## src/hdl/pseq_consts.svh

```systemverilog
// Register offsets, field positions, reset values and timing defaults of the power sequencer
`ifndef PSEQ_CONSTS_SVH
`define PSEQ_CONSTS_SVH

`define PSEQ_ADDR_W        8
`define PSEQ_OFF_CTRL      8'h00
`define PSEQ_OFF_ONMIN     8'h04
`define PSEQ_OFF_CMD       8'h08
`define PSEQ_OFF_STATUS    8'h0C

`define PSEQ_CTRL_TEMP_EN    0
`define PSEQ_CTRL_GREET_EN   1
`define PSEQ_CTRL_FIXED_BAUD 2
`define PSEQ_CTRL_ALARM_ARM  3
`define PSEQ_CTRL_W          4
`define PSEQ_CTRL_RST        4'h0

`define PSEQ_ONMIN_W       16
`define PSEQ_ONMIN_RST     16'h0064

`define PSEQ_CMD_OFF       0

`define PSEQ_ST_STATE_LSB  0
`define PSEQ_ST_IO_VOLTAGE_SELECT       3
`define PSEQ_ST_OK         4
`define PSEQ_ST_READY      5
`define PSEQ_ST_CAUSE_LSB  8

`define PSEQ_CAUSE_NONE    3'h0
`define PSEQ_CAUSE_GRACE   3'h1
`define PSEQ_CAUSE_HARD    3'h2
`define PSEQ_CAUSE_UVLO    3'h3
`define PSEQ_CAUSE_TEMP    3'h4

`define PSEQ_CLK_PERIOD_NS 40
`define PSEQ_RAMP_NS       1000
`define PSEQ_HOLD_NS       2000

`endif

```

## src/hdl/pseq_pkg.sv

```systemverilog
// Types shared by the power sequencer files
package pseq_pkg;

  typedef enum logic [2:0] {
    ST_NOT_POWERED = 3'b000,
    ST_POWER_OFF   = 3'b001,
    ST_BOOTING     = 3'b010,
    ST_IN_RESET    = 3'b011,
    ST_OPERATING   = 3'b100,
    ST_SWITCH_OFF  = 3'b101
  } power_state_e;

  typedef enum logic [1:0] {
    PH_SAVE   = 2'b00,
    PH_DETACH = 2'b01,
    PH_DONE   = 2'b10
  } off_phase_e;

  typedef logic [2:0] shutdown_cause_t;

endpackage

```

## src/hdl/low_pulse_qualifier.sv

```systemverilog
// Qualifies an active-low request level against a minimum low time in cycles
`timescale 1ns/1ps
module low_pulse_qualifier #(
  parameter int CNT_W = 16
) (
  input  wire logic             clk,
  input  wire logic             rst,
  input  wire logic             arm,
  input  wire logic             level_n,
  input  wire logic [CNT_W-1:0] min_cycles,
  output logic                  hit
);

  logic [CNT_W-1:0] count_ff;
  logic             fired_ff;

  generate
    if (CNT_W < 2 || CNT_W > 32) begin : g_bad_width
      $error("low_pulse_qualifier: CNT_W out of range");
    end
  endgenerate

  // Count low cycles; saturate so a long press cannot wrap and fire twice
  always_ff @(posedge clk) begin
    if (rst || !arm || level_n) begin
      count_ff <= '0;
    end else if (count_ff != {CNT_W{1'b1}}) begin
      count_ff <= count_ff + {{(CNT_W-1){1'b0}}, 1'b1};
    end
  end

  // One hit per low pulse; pulses shorter than the minimum never fire
  always_ff @(posedge clk) begin
    if (rst || !arm || level_n) begin
      fired_ff <= 1'b0;
    end else if (hit) begin
      fired_ff <= 1'b1;
    end
  end

  assign hit = arm && !level_n && !fired_ff && (count_ff + {{(CNT_W-1){1'b0}}, 1'b1} >= min_cycles);

endmodule // low_pulse_qualifier

```

## src/hdl/module_power_sequencer.sv

```systemverilog
// Power-state sequencer with APB control and status registers
`timescale 1ns/1ps
`include "pseq_consts.svh"

module module_power_sequencer #(
  parameter int PIN_COUNT = 8,
  parameter int RAMP_CYC  = (`PSEQ_RAMP_NS + `PSEQ_CLK_PERIOD_NS - 1) / `PSEQ_CLK_PERIOD_NS,
  parameter int HOLD_CYC  = (`PSEQ_HOLD_NS + `PSEQ_CLK_PERIOD_NS - 1) / `PSEQ_CLK_PERIOD_NS
) (
  input  wire logic                   CLK,
  input  wire logic                   SYS_RST,
  input  wire logic                   PSEL,
  input  wire logic                   PENABLE,
  input  wire logic                   PWRITE,
  input  wire logic [`PSEQ_ADDR_W-1:0] PADDR,
  input  wire logic [31:0]            PWDATA,
  output logic      [31:0]            PRDATA,
  output logic                        PREADY,
  output logic                        PSLVERR,
  input  wire logic                   MAIN_SUPPLY_VALID,
  input  wire logic                   POWER_ON_REQUEST_N,
  input  wire logic                   HARD_SHUTDOWN_N,
  input  wire logic                   IO_VOLTAGE_SELECT,
  input  wire logic                   RTC_ALARM,
  input  wire logic                   TEMP_DANGER,
  input  wire logic                   SETTINGS_SAVE_DONE,
  input  wire logic                   NETWORK_DETACH_DONE,
  output logic                        SETTINGS_SAVE_REQ,
  output logic                        NETWORK_DETACH_REQ,
  output logic                        IO_SUPPLY_EN,
  output logic                        IO_SUPPLY_3V0,
  output logic                        BACKUP_SUPPLY_EN,
  output logic                        POWER_ON_PULLUP_EN,
  output logic                        HARD_SHUTDOWN_PULLUP_EN,
  output logic                        CORE_RESET_N,
  output logic [PIN_COUNT-1:0]        GENERIC_DIGITAL_PINS_OE,
  output logic                        READY,
  output logic                        GREETING_PULSE,
  output logic [2:0]                  POWER_STATE
);

  localparam int CW = $clog2(PIN_COUNT + 1);
  localparam logic [CW-1:0] CFG_LAST = CW'(PIN_COUNT);
  localparam logic [15:0] RAMP_LOAD = 16'(RAMP_CYC - 1);
  localparam logic [15:0] HOLD_LOAD = 16'(HOLD_CYC - 1);

  generate
    if (PIN_COUNT < 1 || PIN_COUNT > 32) begin : g_bad_pins
      $error("module_power_sequencer: PIN_COUNT out of range");
    end
    if (RAMP_CYC < 1 || RAMP_CYC > 65536 || HOLD_CYC < 1 || HOLD_CYC > 65536) begin : g_bad_t
      $error("module_power_sequencer: timing count out of range");
    end
  endgenerate

  pseq_pkg::power_state_e    state_ff;
  pseq_pkg::power_state_e    nxt_state;
  pseq_pkg::off_phase_e      phase_ff;
  pseq_pkg::shutdown_cause_t cause_ff;

  logic [`PSEQ_CTRL_W-1:0]  ctrl_ff;
  logic [`PSEQ_ONMIN_W-1:0] onmin_ff;
  logic                     ok_ff;
  logic [15:0]              timer_ff;
  logic [CW-1:0]            cfg_ff;
  logic                     io_voltage_select_ff;
  logic                     io_en_ff;
  logic                     core_rst_n_ff;
  logic                     backup_ff;
  logic                     pullup_ff;
  logic                     ready_ff;
  logic                     greet_ff;
  logic [31:0]              prdata_ff;

  logic on_hit;
  logic alarm_hit;
  logic temp_trip;
  logic is_on;
  logic timer_done;
  logic wr_access;
  logic setup_rd;
  logic mapped;
  logic off_cmd;
  logic off_accept;
  logic cfg_done;

  // APB decode; zero wait states, registered read data
  assign wr_access = PSEL && PENABLE && PWRITE;
  assign setup_rd  = PSEL && !PENABLE && !PWRITE;
  assign mapped    = (PADDR == `PSEQ_OFF_CTRL) || (PADDR == `PSEQ_OFF_ONMIN) ||
                     (PADDR == `PSEQ_OFF_CMD)  || (PADDR == `PSEQ_OFF_STATUS);
  assign PREADY    = 1'b1;
  assign PSLVERR   = PSEL && PENABLE && !mapped;
  assign PRDATA    = prdata_ff;

  assign off_cmd    = wr_access && (PADDR == `PSEQ_OFF_CMD) && PWDATA[`PSEQ_CMD_OFF];
  // Commands outside normal operation are dropped, no reply is given
  assign off_accept = off_cmd && (state_ff == pseq_pkg::ST_OPERATING);

  assign is_on = (state_ff == pseq_pkg::ST_BOOTING)   || (state_ff == pseq_pkg::ST_IN_RESET) ||
                 (state_ff == pseq_pkg::ST_OPERATING) || (state_ff == pseq_pkg::ST_SWITCH_OFF);
  assign temp_trip  = ctrl_ff[`PSEQ_CTRL_TEMP_EN] && TEMP_DANGER;
  assign alarm_hit  = (state_ff == pseq_pkg::ST_POWER_OFF) && ctrl_ff[`PSEQ_CTRL_ALARM_ARM] &&
                      RTC_ALARM;
  assign timer_done = (timer_ff == 16'h0000);
  assign cfg_done   = (cfg_ff == CFG_LAST);

  low_pulse_qualifier #(
    .CNT_W (`PSEQ_ONMIN_W)
  ) u_on_qual (
    .clk        (CLK),
    .rst        (SYS_RST),
    .arm        (state_ff == pseq_pkg::ST_POWER_OFF),
    .level_n    (POWER_ON_REQUEST_N),
    .min_cycles (onmin_ff),
    .hit        (on_hit)
  );

  // Supply loss outranks everything, then hard shutdown, then temperature
  always_comb begin
    nxt_state = state_ff;
    if (!MAIN_SUPPLY_VALID) begin
      nxt_state = pseq_pkg::ST_NOT_POWERED;
    end else if (is_on && !HARD_SHUTDOWN_N) begin
      nxt_state = pseq_pkg::ST_POWER_OFF;
    end else if (is_on && temp_trip) begin
      nxt_state = pseq_pkg::ST_POWER_OFF;
    end else begin
      case (state_ff)
        pseq_pkg::ST_NOT_POWERED: begin
          nxt_state = pseq_pkg::ST_POWER_OFF;
        end
        pseq_pkg::ST_POWER_OFF: begin
          if (on_hit || alarm_hit) begin
            nxt_state = pseq_pkg::ST_BOOTING;
          end
        end
        pseq_pkg::ST_BOOTING: begin
          if (timer_done) begin
            nxt_state = pseq_pkg::ST_IN_RESET;
          end
        end
        pseq_pkg::ST_IN_RESET: begin
          if (timer_done) begin
            nxt_state = pseq_pkg::ST_OPERATING;
          end
        end
        pseq_pkg::ST_OPERATING: begin
          if (off_accept) begin
            nxt_state = pseq_pkg::ST_SWITCH_OFF;
          end
        end
        pseq_pkg::ST_SWITCH_OFF: begin
          if (phase_ff == pseq_pkg::PH_DONE) begin
            nxt_state = pseq_pkg::ST_POWER_OFF;
          end
        end
        default: begin
          nxt_state = pseq_pkg::ST_NOT_POWERED;
        end
      endcase
    end
  end

  always_ff @(posedge CLK) begin
    if (SYS_RST) begin
      state_ff <= pseq_pkg::ST_NOT_POWERED;
    end else begin
      state_ff <= nxt_state;
    end
  end

  // Phase timer, reloaded on entry to each timed state
  always_ff @(posedge CLK) begin
    if (SYS_RST) begin
      timer_ff <= 16'h0000;
    end else if (nxt_state != state_ff) begin
      if (nxt_state == pseq_pkg::ST_BOOTING) begin
        timer_ff <= RAMP_LOAD;
      end else if (nxt_state == pseq_pkg::ST_IN_RESET) begin
        timer_ff <= HOLD_LOAD;
      end else begin
        timer_ff <= 16'h0000;
      end
    end else if (!timer_done) begin
      timer_ff <= timer_ff - 16'h0001;
    end
  end

  // Graceful switch-off: save settings, then detach, then finish
  always_ff @(posedge CLK) begin
    if (SYS_RST || state_ff != pseq_pkg::ST_SWITCH_OFF) begin
      phase_ff <= pseq_pkg::PH_SAVE;
    end else begin
      case (phase_ff)
        pseq_pkg::PH_SAVE: begin
          if (SETTINGS_SAVE_DONE) begin
            phase_ff <= pseq_pkg::PH_DETACH;
          end
        end
        pseq_pkg::PH_DETACH: begin
          if (NETWORK_DETACH_DONE) begin
            phase_ff <= pseq_pkg::PH_DONE;
          end
        end
        default: begin
          phase_ff <= pseq_pkg::PH_DONE;
        end
      endcase
    end
  end

  // Abrupt exits leave the phase machine mid-way and drop both requests, so a pending save or detach is never finished
  assign SETTINGS_SAVE_REQ  = (state_ff == pseq_pkg::ST_SWITCH_OFF) &&
                              (phase_ff == pseq_pkg::PH_SAVE);
  assign NETWORK_DETACH_REQ = (state_ff == pseq_pkg::ST_SWITCH_OFF) &&
                              (phase_ff == pseq_pkg::PH_DETACH);

  // Voltage select tracks the pin only while off; frozen from start-up on
  always_ff @(posedge CLK) begin
    if (SYS_RST) begin
      io_voltage_select_ff <= 1'b0;
    end else if (!is_on && nxt_state != pseq_pkg::ST_BOOTING) begin
      io_voltage_select_ff <= IO_VOLTAGE_SELECT;
    end
  end

  // Interface supply, reset and pull-up outputs follow the next state so they line up with it; backup supply follows the main supply
  always_ff @(posedge CLK) begin
    if (SYS_RST) begin
      io_en_ff      <= 1'b0;
      core_rst_n_ff <= 1'b0;
      backup_ff     <= 1'b0;
      pullup_ff     <= 1'b0;
    end else begin
      io_en_ff      <= (nxt_state == pseq_pkg::ST_BOOTING)   ||
                       (nxt_state == pseq_pkg::ST_IN_RESET)  ||
                       (nxt_state == pseq_pkg::ST_OPERATING) ||
                       (nxt_state == pseq_pkg::ST_SWITCH_OFF);
      core_rst_n_ff <= (nxt_state == pseq_pkg::ST_OPERATING) ||
                       (nxt_state == pseq_pkg::ST_SWITCH_OFF);
      backup_ff     <= MAIN_SUPPLY_VALID;
      pullup_ff     <= (nxt_state != pseq_pkg::ST_NOT_POWERED);
    end
  end

  assign IO_SUPPLY_EN            = io_en_ff;
  assign IO_SUPPLY_3V0           = io_voltage_select_ff;
  assign CORE_RESET_N            = core_rst_n_ff;
  assign BACKUP_SUPPLY_EN        = backup_ff;
  assign POWER_ON_PULLUP_EN      = pullup_ff;
  assign HARD_SHUTDOWN_PULLUP_EN = pullup_ff;
  assign POWER_STATE             = state_ff;

  // Pin release sequencer: one pin per cycle once reset is released
  always_ff @(posedge CLK) begin
    if (SYS_RST || !(nxt_state == pseq_pkg::ST_OPERATING ||
                     nxt_state == pseq_pkg::ST_SWITCH_OFF)) begin
      cfg_ff <= '0;
    end else if (!cfg_done) begin
      cfg_ff <= cfg_ff + CW'(1);
    end
  end

  genvar gi;
  generate
    for (gi = 0; gi < PIN_COUNT; gi++) begin : g_pin
      logic oe_ff;
      always_ff @(posedge CLK) begin
        if (SYS_RST) begin
          oe_ff <= 1'b0;
        end else begin
          // Drop with the leaving edge so no pin outlives the interface supply
          oe_ff <= (cfg_ff > CW'(gi)) && io_en_ff &&
                   (nxt_state == pseq_pkg::ST_OPERATING ||
                    nxt_state == pseq_pkg::ST_SWITCH_OFF);
        end
      end
      assign GENERIC_DIGITAL_PINS_OE[gi] = oe_ff;
    end
  endgenerate

  // Ready and greeting; without fixed baud the greeting cannot be timed, so it is held back
  always_ff @(posedge CLK) begin
    if (SYS_RST) begin
      ready_ff <= 1'b0;
      greet_ff <= 1'b0;
    end else begin
      ready_ff <= (state_ff == pseq_pkg::ST_OPERATING) && cfg_done;
      greet_ff <= (state_ff == pseq_pkg::ST_OPERATING) && cfg_done && !ready_ff &&
                  ctrl_ff[`PSEQ_CTRL_GREET_EN] && ctrl_ff[`PSEQ_CTRL_FIXED_BAUD];
    end
  end

  assign READY          = ready_ff;
  assign GREETING_PULSE = greet_ff;

  // Control register; alarm arm is cleared by hardware when the alarm fires
  always_ff @(posedge CLK) begin
    if (SYS_RST) begin
      ctrl_ff <= `PSEQ_CTRL_RST;
    end else if (wr_access && PADDR == `PSEQ_OFF_CTRL) begin
      ctrl_ff <= PWDATA[`PSEQ_CTRL_W-1:0];
    end else if (alarm_hit) begin
      ctrl_ff[`PSEQ_CTRL_ALARM_ARM] <= 1'b0;
    end
  end

  always_ff @(posedge CLK) begin
    if (SYS_RST) begin
      onmin_ff <= `PSEQ_ONMIN_RST;
    end else if (wr_access && PADDR == `PSEQ_OFF_ONMIN) begin
      onmin_ff <= PWDATA[`PSEQ_ONMIN_W-1:0];
    end
  end

  // OK reply flag: write one to clear, a new accept in the same cycle wins
  always_ff @(posedge CLK) begin
    if (SYS_RST) begin
      ok_ff <= 1'b0;
    end else if (off_accept) begin
      ok_ff <= 1'b1;
    end else if (wr_access && PADDR == `PSEQ_OFF_STATUS && PWDATA[`PSEQ_ST_OK]) begin
      ok_ff <= 1'b0;
    end
  end

  // Last shutdown cause, kept until the next one
  always_ff @(posedge CLK) begin
    if (SYS_RST) begin
      cause_ff <= `PSEQ_CAUSE_NONE;
    end else if (is_on && !MAIN_SUPPLY_VALID) begin
      cause_ff <= `PSEQ_CAUSE_UVLO;
    end else if (is_on && !HARD_SHUTDOWN_N) begin
      cause_ff <= `PSEQ_CAUSE_HARD;
    end else if (is_on && temp_trip) begin
      cause_ff <= `PSEQ_CAUSE_TEMP;
    end else if (state_ff == pseq_pkg::ST_SWITCH_OFF && nxt_state == pseq_pkg::ST_POWER_OFF) begin
      cause_ff <= `PSEQ_CAUSE_GRACE;
    end
  end

  // Read data captured in the setup cycle; unmapped and command reads give zero
  always_ff @(posedge CLK) begin
    if (SYS_RST) begin
      prdata_ff <= 32'h00000000;
    end else if (setup_rd) begin
      prdata_ff <= 32'h00000000;
      case (PADDR)
        `PSEQ_OFF_CTRL: begin
          prdata_ff[`PSEQ_CTRL_W-1:0] <= ctrl_ff;
        end
        `PSEQ_OFF_ONMIN: begin
          prdata_ff[`PSEQ_ONMIN_W-1:0] <= onmin_ff;
        end
        `PSEQ_OFF_STATUS: begin
          prdata_ff[`PSEQ_ST_STATE_LSB +: 3] <= state_ff;
          prdata_ff[`PSEQ_ST_IO_VOLTAGE_SELECT]           <= io_voltage_select_ff;
          prdata_ff[`PSEQ_ST_OK]             <= ok_ff;
          prdata_ff[`PSEQ_ST_READY]          <= ready_ff;
          prdata_ff[`PSEQ_ST_CAUSE_LSB +: 3] <= cause_ff;
        end
        default: begin
          prdata_ff <= 32'h00000000;
        end
      endcase
    end
  end

endmodule // module_power_sequencer

```

## config.mk

```make
export PLATFORM = sky130hd
export DESIGN_NAME = module_power_sequencer
export DESIGN_NICKNAME = d
export VERILOG_FILES = /design/src/hdl/pseq_pkg.sv /design/src/hdl/low_pulse_qualifier.sv /design/src/hdl/module_power_sequencer.sv
export VERILOG_INCLUDE_DIRS = /design/src /design/src/hdl
export SDC_FILE = /design/constraint.sdc
export NUM_CORES = 1
export LEC_CHECK = 0
export BUFFER_PORTS_ARGS = -buffer_cell sky130_fd_sc_hd__buf_2
export CAP_MARGIN = 5
export CORE_MARGIN = 2
export CORE_UTILIZATION = 38
export CTS_CLUSTER_SIZE = 14
export DETAILED_ROUTE_END_ITERATION = 10
export PLACE_DENSITY = 0.61
export SYNTH_ARGS = -nofsm -noshare
export SYNTH_HDL_FRONTEND = slang
export SYNTH_SLANG_ARGS = --single-unit
```

## constraint.sdc

```tcl
create_clock -name CLK -period 3.9 [get_ports CLK]
set_clock_uncertainty 0.05 [all_clocks]
set_input_delay 0.39 -clock CLK [delete_from_list [all_inputs] [get_ports CLK]]
set_output_delay 0.39 -clock CLK [all_outputs]
set_load 0.005 [all_outputs]
```

== Word level (Yosys, flattened, before mapping) ==
Index checks and enable logic that the tools add are counted.

* Register bits: 97
* Output and inout bits: 55

* Add/subtract/negate cells: 3
* Magnitude comparators: 9
* Equality and inequality tests: 23
* Mux-type cells: 29
* Reduce and logical (&&, ||, !) cells: 82

{| class="wikitable"
|+ Operator list
! kind !! number
|-
| $logic_and 1x1->1 || 45
|-
| $mux 16 || 2
|-
| $mux 3 || 10
|-
| $pmux 3 s6 || 1
|-
| $add 16x1->16 const B || 1
|-
| $eq 8x4->1 const B || 2
|-
| $ge 16x16->1 || 1
|-
| $gt 4x3->1 const B || 4
|-
| $logic_not 16->1 || 1
|-
| $ne 16x16->1 const B || 1
|-
| $sub 16x1->16 const B || 1
|-
| $logic_or 1x1->1 || 15
|-
| $eq 3x2->1 const B || 4
|-
| $eq 3x3->1 const B || 4
|-
| $mux 6 || 2
|-
| $pmux 4 s3 || 1
|-
| $logic_not 1->1 || 11
|-
| $mux 2 || 5
|-
| $eq 8x3->1 const B || 1
|-
| $gt 4x1->1 const B || 2
|-
| $gt 4x2->1 const B || 2
|-
| $logic_not 8->1 || 1
|-
| $pmux 2 s2 || 2
|-
| $eq 3x1->1 const B || 2
|-
| other kinds (19) || 25
|}

== Logic depth before layout (Yosys ltp) ==
* Depth in word-level cells: 16
* Depth in mapped cells: 17

== Modules after synthesis ==
Synthesis repeated with hierarchy kept, for this count alone.

* Cell total of the unflattened synthesis: 587
* Area total of the unflattened synthesis: 5098.6 sq um

{| class="wikitable"
|+ By module, submodules not included
! module !! times used !! cells each !! area each (sq um) !! sequential area each (sq um)
|-
| module_power_sequencer || 1 || 434 || 3822.4 || 1601.5
|-
| low_pulse_qualifier || 1 || 153 || 1276.2 || 340.3
|}

== Worst setup path after synthesis ==
OpenSTA, ideal clock, no wires.

* Path type: register to register
* From: register u_on_qual.count_ff[0]
* To: register timer_ff[5]
* Library setup time: 71 ps
* Arrival time: 3278 ps
* Required time: 3779 ps
* Slack: 502 ps
* Cell stages (with the launch flop): 17
* Buffers on the path: 0
* Period minus slack after synthesis: 3398 ps
* Cell sequence: dfxtp_1 ha_1 nand3_1 nor2_1 and3_1 nand3_1 nor2_1 xnor2_1 inv_1 ha_1 nand4_1 or4_1 o2111ai_2 a221o_2 a41oi_4 nand3b_1 a21oi_1

* Longest elaborated chain between the ends: 13
* Elaborated cells on any way between the ends: 16
* Those cells by class: add/sub: 1; order compare: 1; eq/ne: 4; mux: 8; reduce/logical: 2

{| class="wikitable"
|+ Ends and longest elaborated chain
! item !! line !! source
|-
| from (decl) || low_pulse_qualifier.sv:14 || <nowiki>logic [CNT_W-1:0] count_ff;</nowiki>
|-
| from (signal assigned) || low_pulse_qualifier.sv:28 || <nowiki>count_ff <= count_ff + {{(CNT_W-1){1'b0}}, 1'b1};</nowiki>
|-
| $add 16x1->16 (*) || low_pulse_qualifier.sv:41 || <nowiki>assign hit = arm && !level_n && !fired_ff && (count_ff + {{(CNT_W-1){1'b0}}, 1'b1} >= min_cycles);</nowiki>
|-
| $ge 16x16->1 (*) || low_pulse_qualifier.sv:41 ||
|-
| $logic_and 1x1->1 (*) || low_pulse_qualifier.sv:41 ||
|-
| $logic_or 1x1->1 (*) || module_power_sequencer.sv:134 || <nowiki>if (on_hit || alarm_hit) begin</nowiki>
|-
| $mux 3 (*) || module_power_sequencer.sv:134 ||
|-
| $pmux 3 s6 (*) || module_power_sequencer.sv:129 || <nowiki>case (state_ff)</nowiki>
|-
| $mux 3 (*) || module_power_sequencer.sv:126 || <nowiki>end else if (is_on && temp_trip) begin</nowiki>
|-
| $mux 3 (*) || module_power_sequencer.sv:124 || <nowiki>end else if (is_on && !HARD_SHUTDOWN_N) begin</nowiki>
|-
| $mux 3 (*) || module_power_sequencer.sv:122 || <nowiki>if (!MAIN_SUPPLY_VALID) begin</nowiki>
|-
| $eq 3x2->1 || module_power_sequencer.sv:180 || <nowiki>end else if (nxt_state == pseq_pkg::ST_IN_RESET) begin</nowiki>
|-
| $mux 6 || module_power_sequencer.sv:180 ||
|-
| $mux 6 || module_power_sequencer.sv:178 || <nowiki>if (nxt_state == pseq_pkg::ST_BOOTING) begin</nowiki>
|-
| $mux 16 || module_power_sequencer.sv:177 || <nowiki>end else if (nxt_state != state_ff) begin</nowiki>
|-
| to (signal assigned) || module_power_sequencer.sv:186 || <nowiki>timer_ff <= timer_ff - 16'h0001;</nowiki>
|-
| to (decl) || module_power_sequencer.sv:64 || <nowiki>logic [15:0] timer_ff;</nowiki>
|}

Every way passes the cells marked *; elsewhere a longest branch is shown, timed or not.
A chain may end at the register's enable or synchronous reset.

== Worst setup path after layout ==
* From: register u_on_qual.count_ff[1]
* To: register timer_ff[5]

Same word-level chain as after synthesis.

==> impl_metrics.py <==
metrics = {
    "sta": {
        "rsz0062_at_grt": "true",
        "slew_headroom_pct": 37.9,
        "worst_pin_slew_ns": 0.929,
        "whs_ns": 0.225,
        "fin_crit_ns": 3.76,
        "max_freq_mhz": 266,
        "fin_tns_setup_ns": 0,
        "hold_viol": 0,
        "setup_violations": 0,
        "slew_viol_final": 0,
        "fin_crit_sh_pct": 96.5,
    },
    "finish": {
        "nets": 726,
        "area_growth_pct": 15.4,
        "layout_commonest_cell": "dfxtp_1",
        "antennaDiodeCount": 0,
        "drive_above_1_share_pct": 19.1,
        "final_cell_mix": "dfxtp_1, buf_2, nand2_1, a21oi_1, nor2_1",
    },
    "floorplan": {
        "die_area_mm2": 0.0138,
        "row_count": 41,
        "io_pins": 108,
        "die_h_um": 118,
        "fp.coreArea_mm2": 0.0126,
        "fp.dieW_um": 118,
        "start_util_pct": 38.9,
    },
    "setup_path": {
        "crit_cells": 16,
        "crit_arrival_ns": 3.98,
        "crit_type": "flip-flop to flip-flop",
        "critPathMaxFanout": 7,
        "cp-end-kind": "flip-flop",
        "cp-start-kind": "flip-flop",
        "crit_buf_inv": 1,
        "crit_slowest_cell": "or4_1",
        "worstRegToRegCells": 16,
        "max_stage_delay_ns": 0.57,
        "path_cells": "ha_1, nand3_1, nor2_2, and3_4, nand3_1, nor2_2, xnor2_1, inv_1, ha_1, nand4_1, or4_1, o2111ai_2, a221o_2, a41oi_4, nand3b_1, a21oi_1",
        "cp_top_family": "simple AND/OR/NAND/NOR gates",
        "critPathRequiredTime_ns": 4.11,
    },
    "clock_network": {
        "cts_buffers": 9,
        "ctsRootBufferMaster": "clkbuf_16",
        "tritoncts": "done",
        "clkTransAtPathRegs_ns": 0.07,
        "clock_latency_ns": 0.34,
        "clock_path_buffers": 2,
        "postCtsHoldBufs": 0,
        "clock_sinks": 97,
        "h-tree-depth": 3,
    },
    "yosys": {
        "synth_edf_count": 0,
        "yosysUniqueCellTypes": 65,
        "syn_inst": 592,
        "avgSynthCellArea_um2": 8.28,
        "synthesis.area_mm2": 0.00490,
        "synth-seq-cells": 97,
        "ys_seq_area_share_pct": 39.6,
        "yosys_warnings": 0,
        "async_reset_ff_share_pct": 0,
        "synthFlopType": "dfxtp_1",
    },
    "global_routing": {
        "grt_pass1_vias": 3828,
        "antenna_found_initial": 0,
        "grt_max_degree": 40,
        "grt_pass1_wl_um": 18900,
        "track_usage_pct": 16.7,
        "grt_remaining_overflow": 0,
    },
    "drt": {
        "vias_per_cell": 4.95,
        "drt_iter0_drc": 254,
        "wl_per_cell_um": 13.9,
        "postRouteAntennaNets": 0,
        "vias": 4095,
        "drc": 0,
        "drt-total-wl_um": 11500,
        "first_pass_iters": 4,
    },
    "placement": {
        "dpl.hpwl_um": 8690,
        "gp_congestion": 0.811,
        "io_buffers": 74,
    },
    "pwr": {
        "power_density_mw_per_mm2": 518,
        "p_leak_nw": 2.42,
        "ir_drop_mv": 0.272,
    },
    "hold_path": {
        "min_path_type": "input pin to flip-flop",
        "min_path_cells": 3,
    },
    "run_status": {
        "status": "finished, final reports clean",
    },
    "run": {
        "maxCapViolCount": 0,
    },
}
==> final timing paths <==
path / to / from / slack [ns]
setup / recovery: timer_ff[5] / u_on_qual.count_ff[1] / 0.14
hold reg to reg: PRDATA[15] / PRDATA[15] / 0.40
setup reg to reg: timer_ff[5] / u_on_qual.count_ff[1] / 0.14
hold / removal: onmin_ff[6] / PWDATA[6] / 0.23
==> cell usage after synthesis, drive strengths merged, types with 4 or more instances <==
library cell	instances	area, µm²
xnor2	20	183
and3	9	56.3
clkbuf	21	78.8
nor3	9	45.0
nor2b	5	31.3
nand2b	6	52.6
nor2	62	240
nor4	5	31.3
a22oi	9	67.6
nand3	31	155
inv	41	154
a21oi	61	309
mux2i	9	90.1
xor2	12	105
ha	23	288
and2	4	25.0
nand3b	8	60.1
or3	4	25.0
o21ai	12	60.1
dfxtp	97	1940
buf	30	220
nand2	67	254
==> logic make-up (layout without fill, tap and decap cells) <==
family / after synthesis / in the layout / share of synthesized area, %
other: 2 / 17 / 0.153
and+or+nand+nor: 226 / 226 / 22.7
adders and majority gates: 23 / 23 / 5.87
xor gates and xnor gates: 32 / 32 / 5.87
buffers and inverters: 92 / 140 / 9.24
muxes: 10 / 10 / 2.07
AOI/OAI and AO/OA: 110 / 110 / 14.5
DFF: 97 / 97 / 39.6
==> routing by layer <==
layer / up-vias / track usage, % / share of wire (%)
li1: 2086 / - / -
met1: 1898 / 23.6 / 50
met2: 99 / 25.1 / 44
met3: 12 / 3.63 / 5.3
met4: 0 / 5.65 / 1.5
met5: - / 0 / 0
==> stage by stage <==
step / area, µm² / cells / util (%) / total power [mW] / setup WS (ns)
2_1_floorplan: 4960 / 607 / - / 1.86 / 0.502
3_3_place_gp: 5280 / 806 / 41.8 / 1.98 / 0.169
3_5_place_dp: 5280 / 806 / 41.8 / 2.00 / 0.0838
4_1_cts: 5600 / 822 / 44.3 / 2.95 / 0.0332
5_1_grt: 5660 / 827 / 44.8 / 3.10 / -0.104
6_report: 5660 / 827 / 44.8 / 2.93 / 0.137
==> where the power goes <==
group / internal, mW / switching, mW / total [mW]
Clock: 0.564 / 0.383 / 0.948
Combinational: 0.367 / 0.460 / 0.827
Sequential: 1.07 / 0.0846 / 1.16
Total: 2.00 / 0.928 / 2.93
==> worst reg2reg max path, delay by kind of cell (launching register included) <==
kind / cells / cell delay, ns
simple gates: 8 / 1.77
compound gates: 4 / 0.79
fa+ha+maj: 2 / 0.48
flops: 1 / 0.37
xor+xnor: 1 / 0.15
buf+inv: 1 / 0.07
==> sequential cells by signal, indices dropped and copies added (netlist names) <==
signal,cells
timer_ff,16
IO_SUPPLY_3V0,1
cause_ff,3
u_on_qual.count_ff,16
HARD_SHUTDOWN_PULLUP_EN,1
CORE_RESET_N,1
onmin_ff,16
g_pin.oe_ff,8
POWER_STATE,3
READY,1
phase_ff,2
PRDATA,16
cfg_ff,4
ctrl_ff,4
GREETING_PULSE,1
BACKUP_SUPPLY_EN,1
u_on_qual.fired_ff,1
ok_ff,1
IO_SUPPLY_EN,1
==> area by class of cell <==
cell class	instances	area (µm²)
multi-input cells	418	2590
fillers	1248	6960
inverters	41	154
clock buffers	10	229
flip-flops and latches	97	1940
repair buffers	83	438
clock inverters	6	90.1
well taps	172	215
==> what timing repair did <==
action                     in CTS  in global routing
setup buffers                   0                  5
resized for setup               0                  9
setup endpoints to repair       0                 17
No activity file was read; power rests on OpenSTA's default activity.
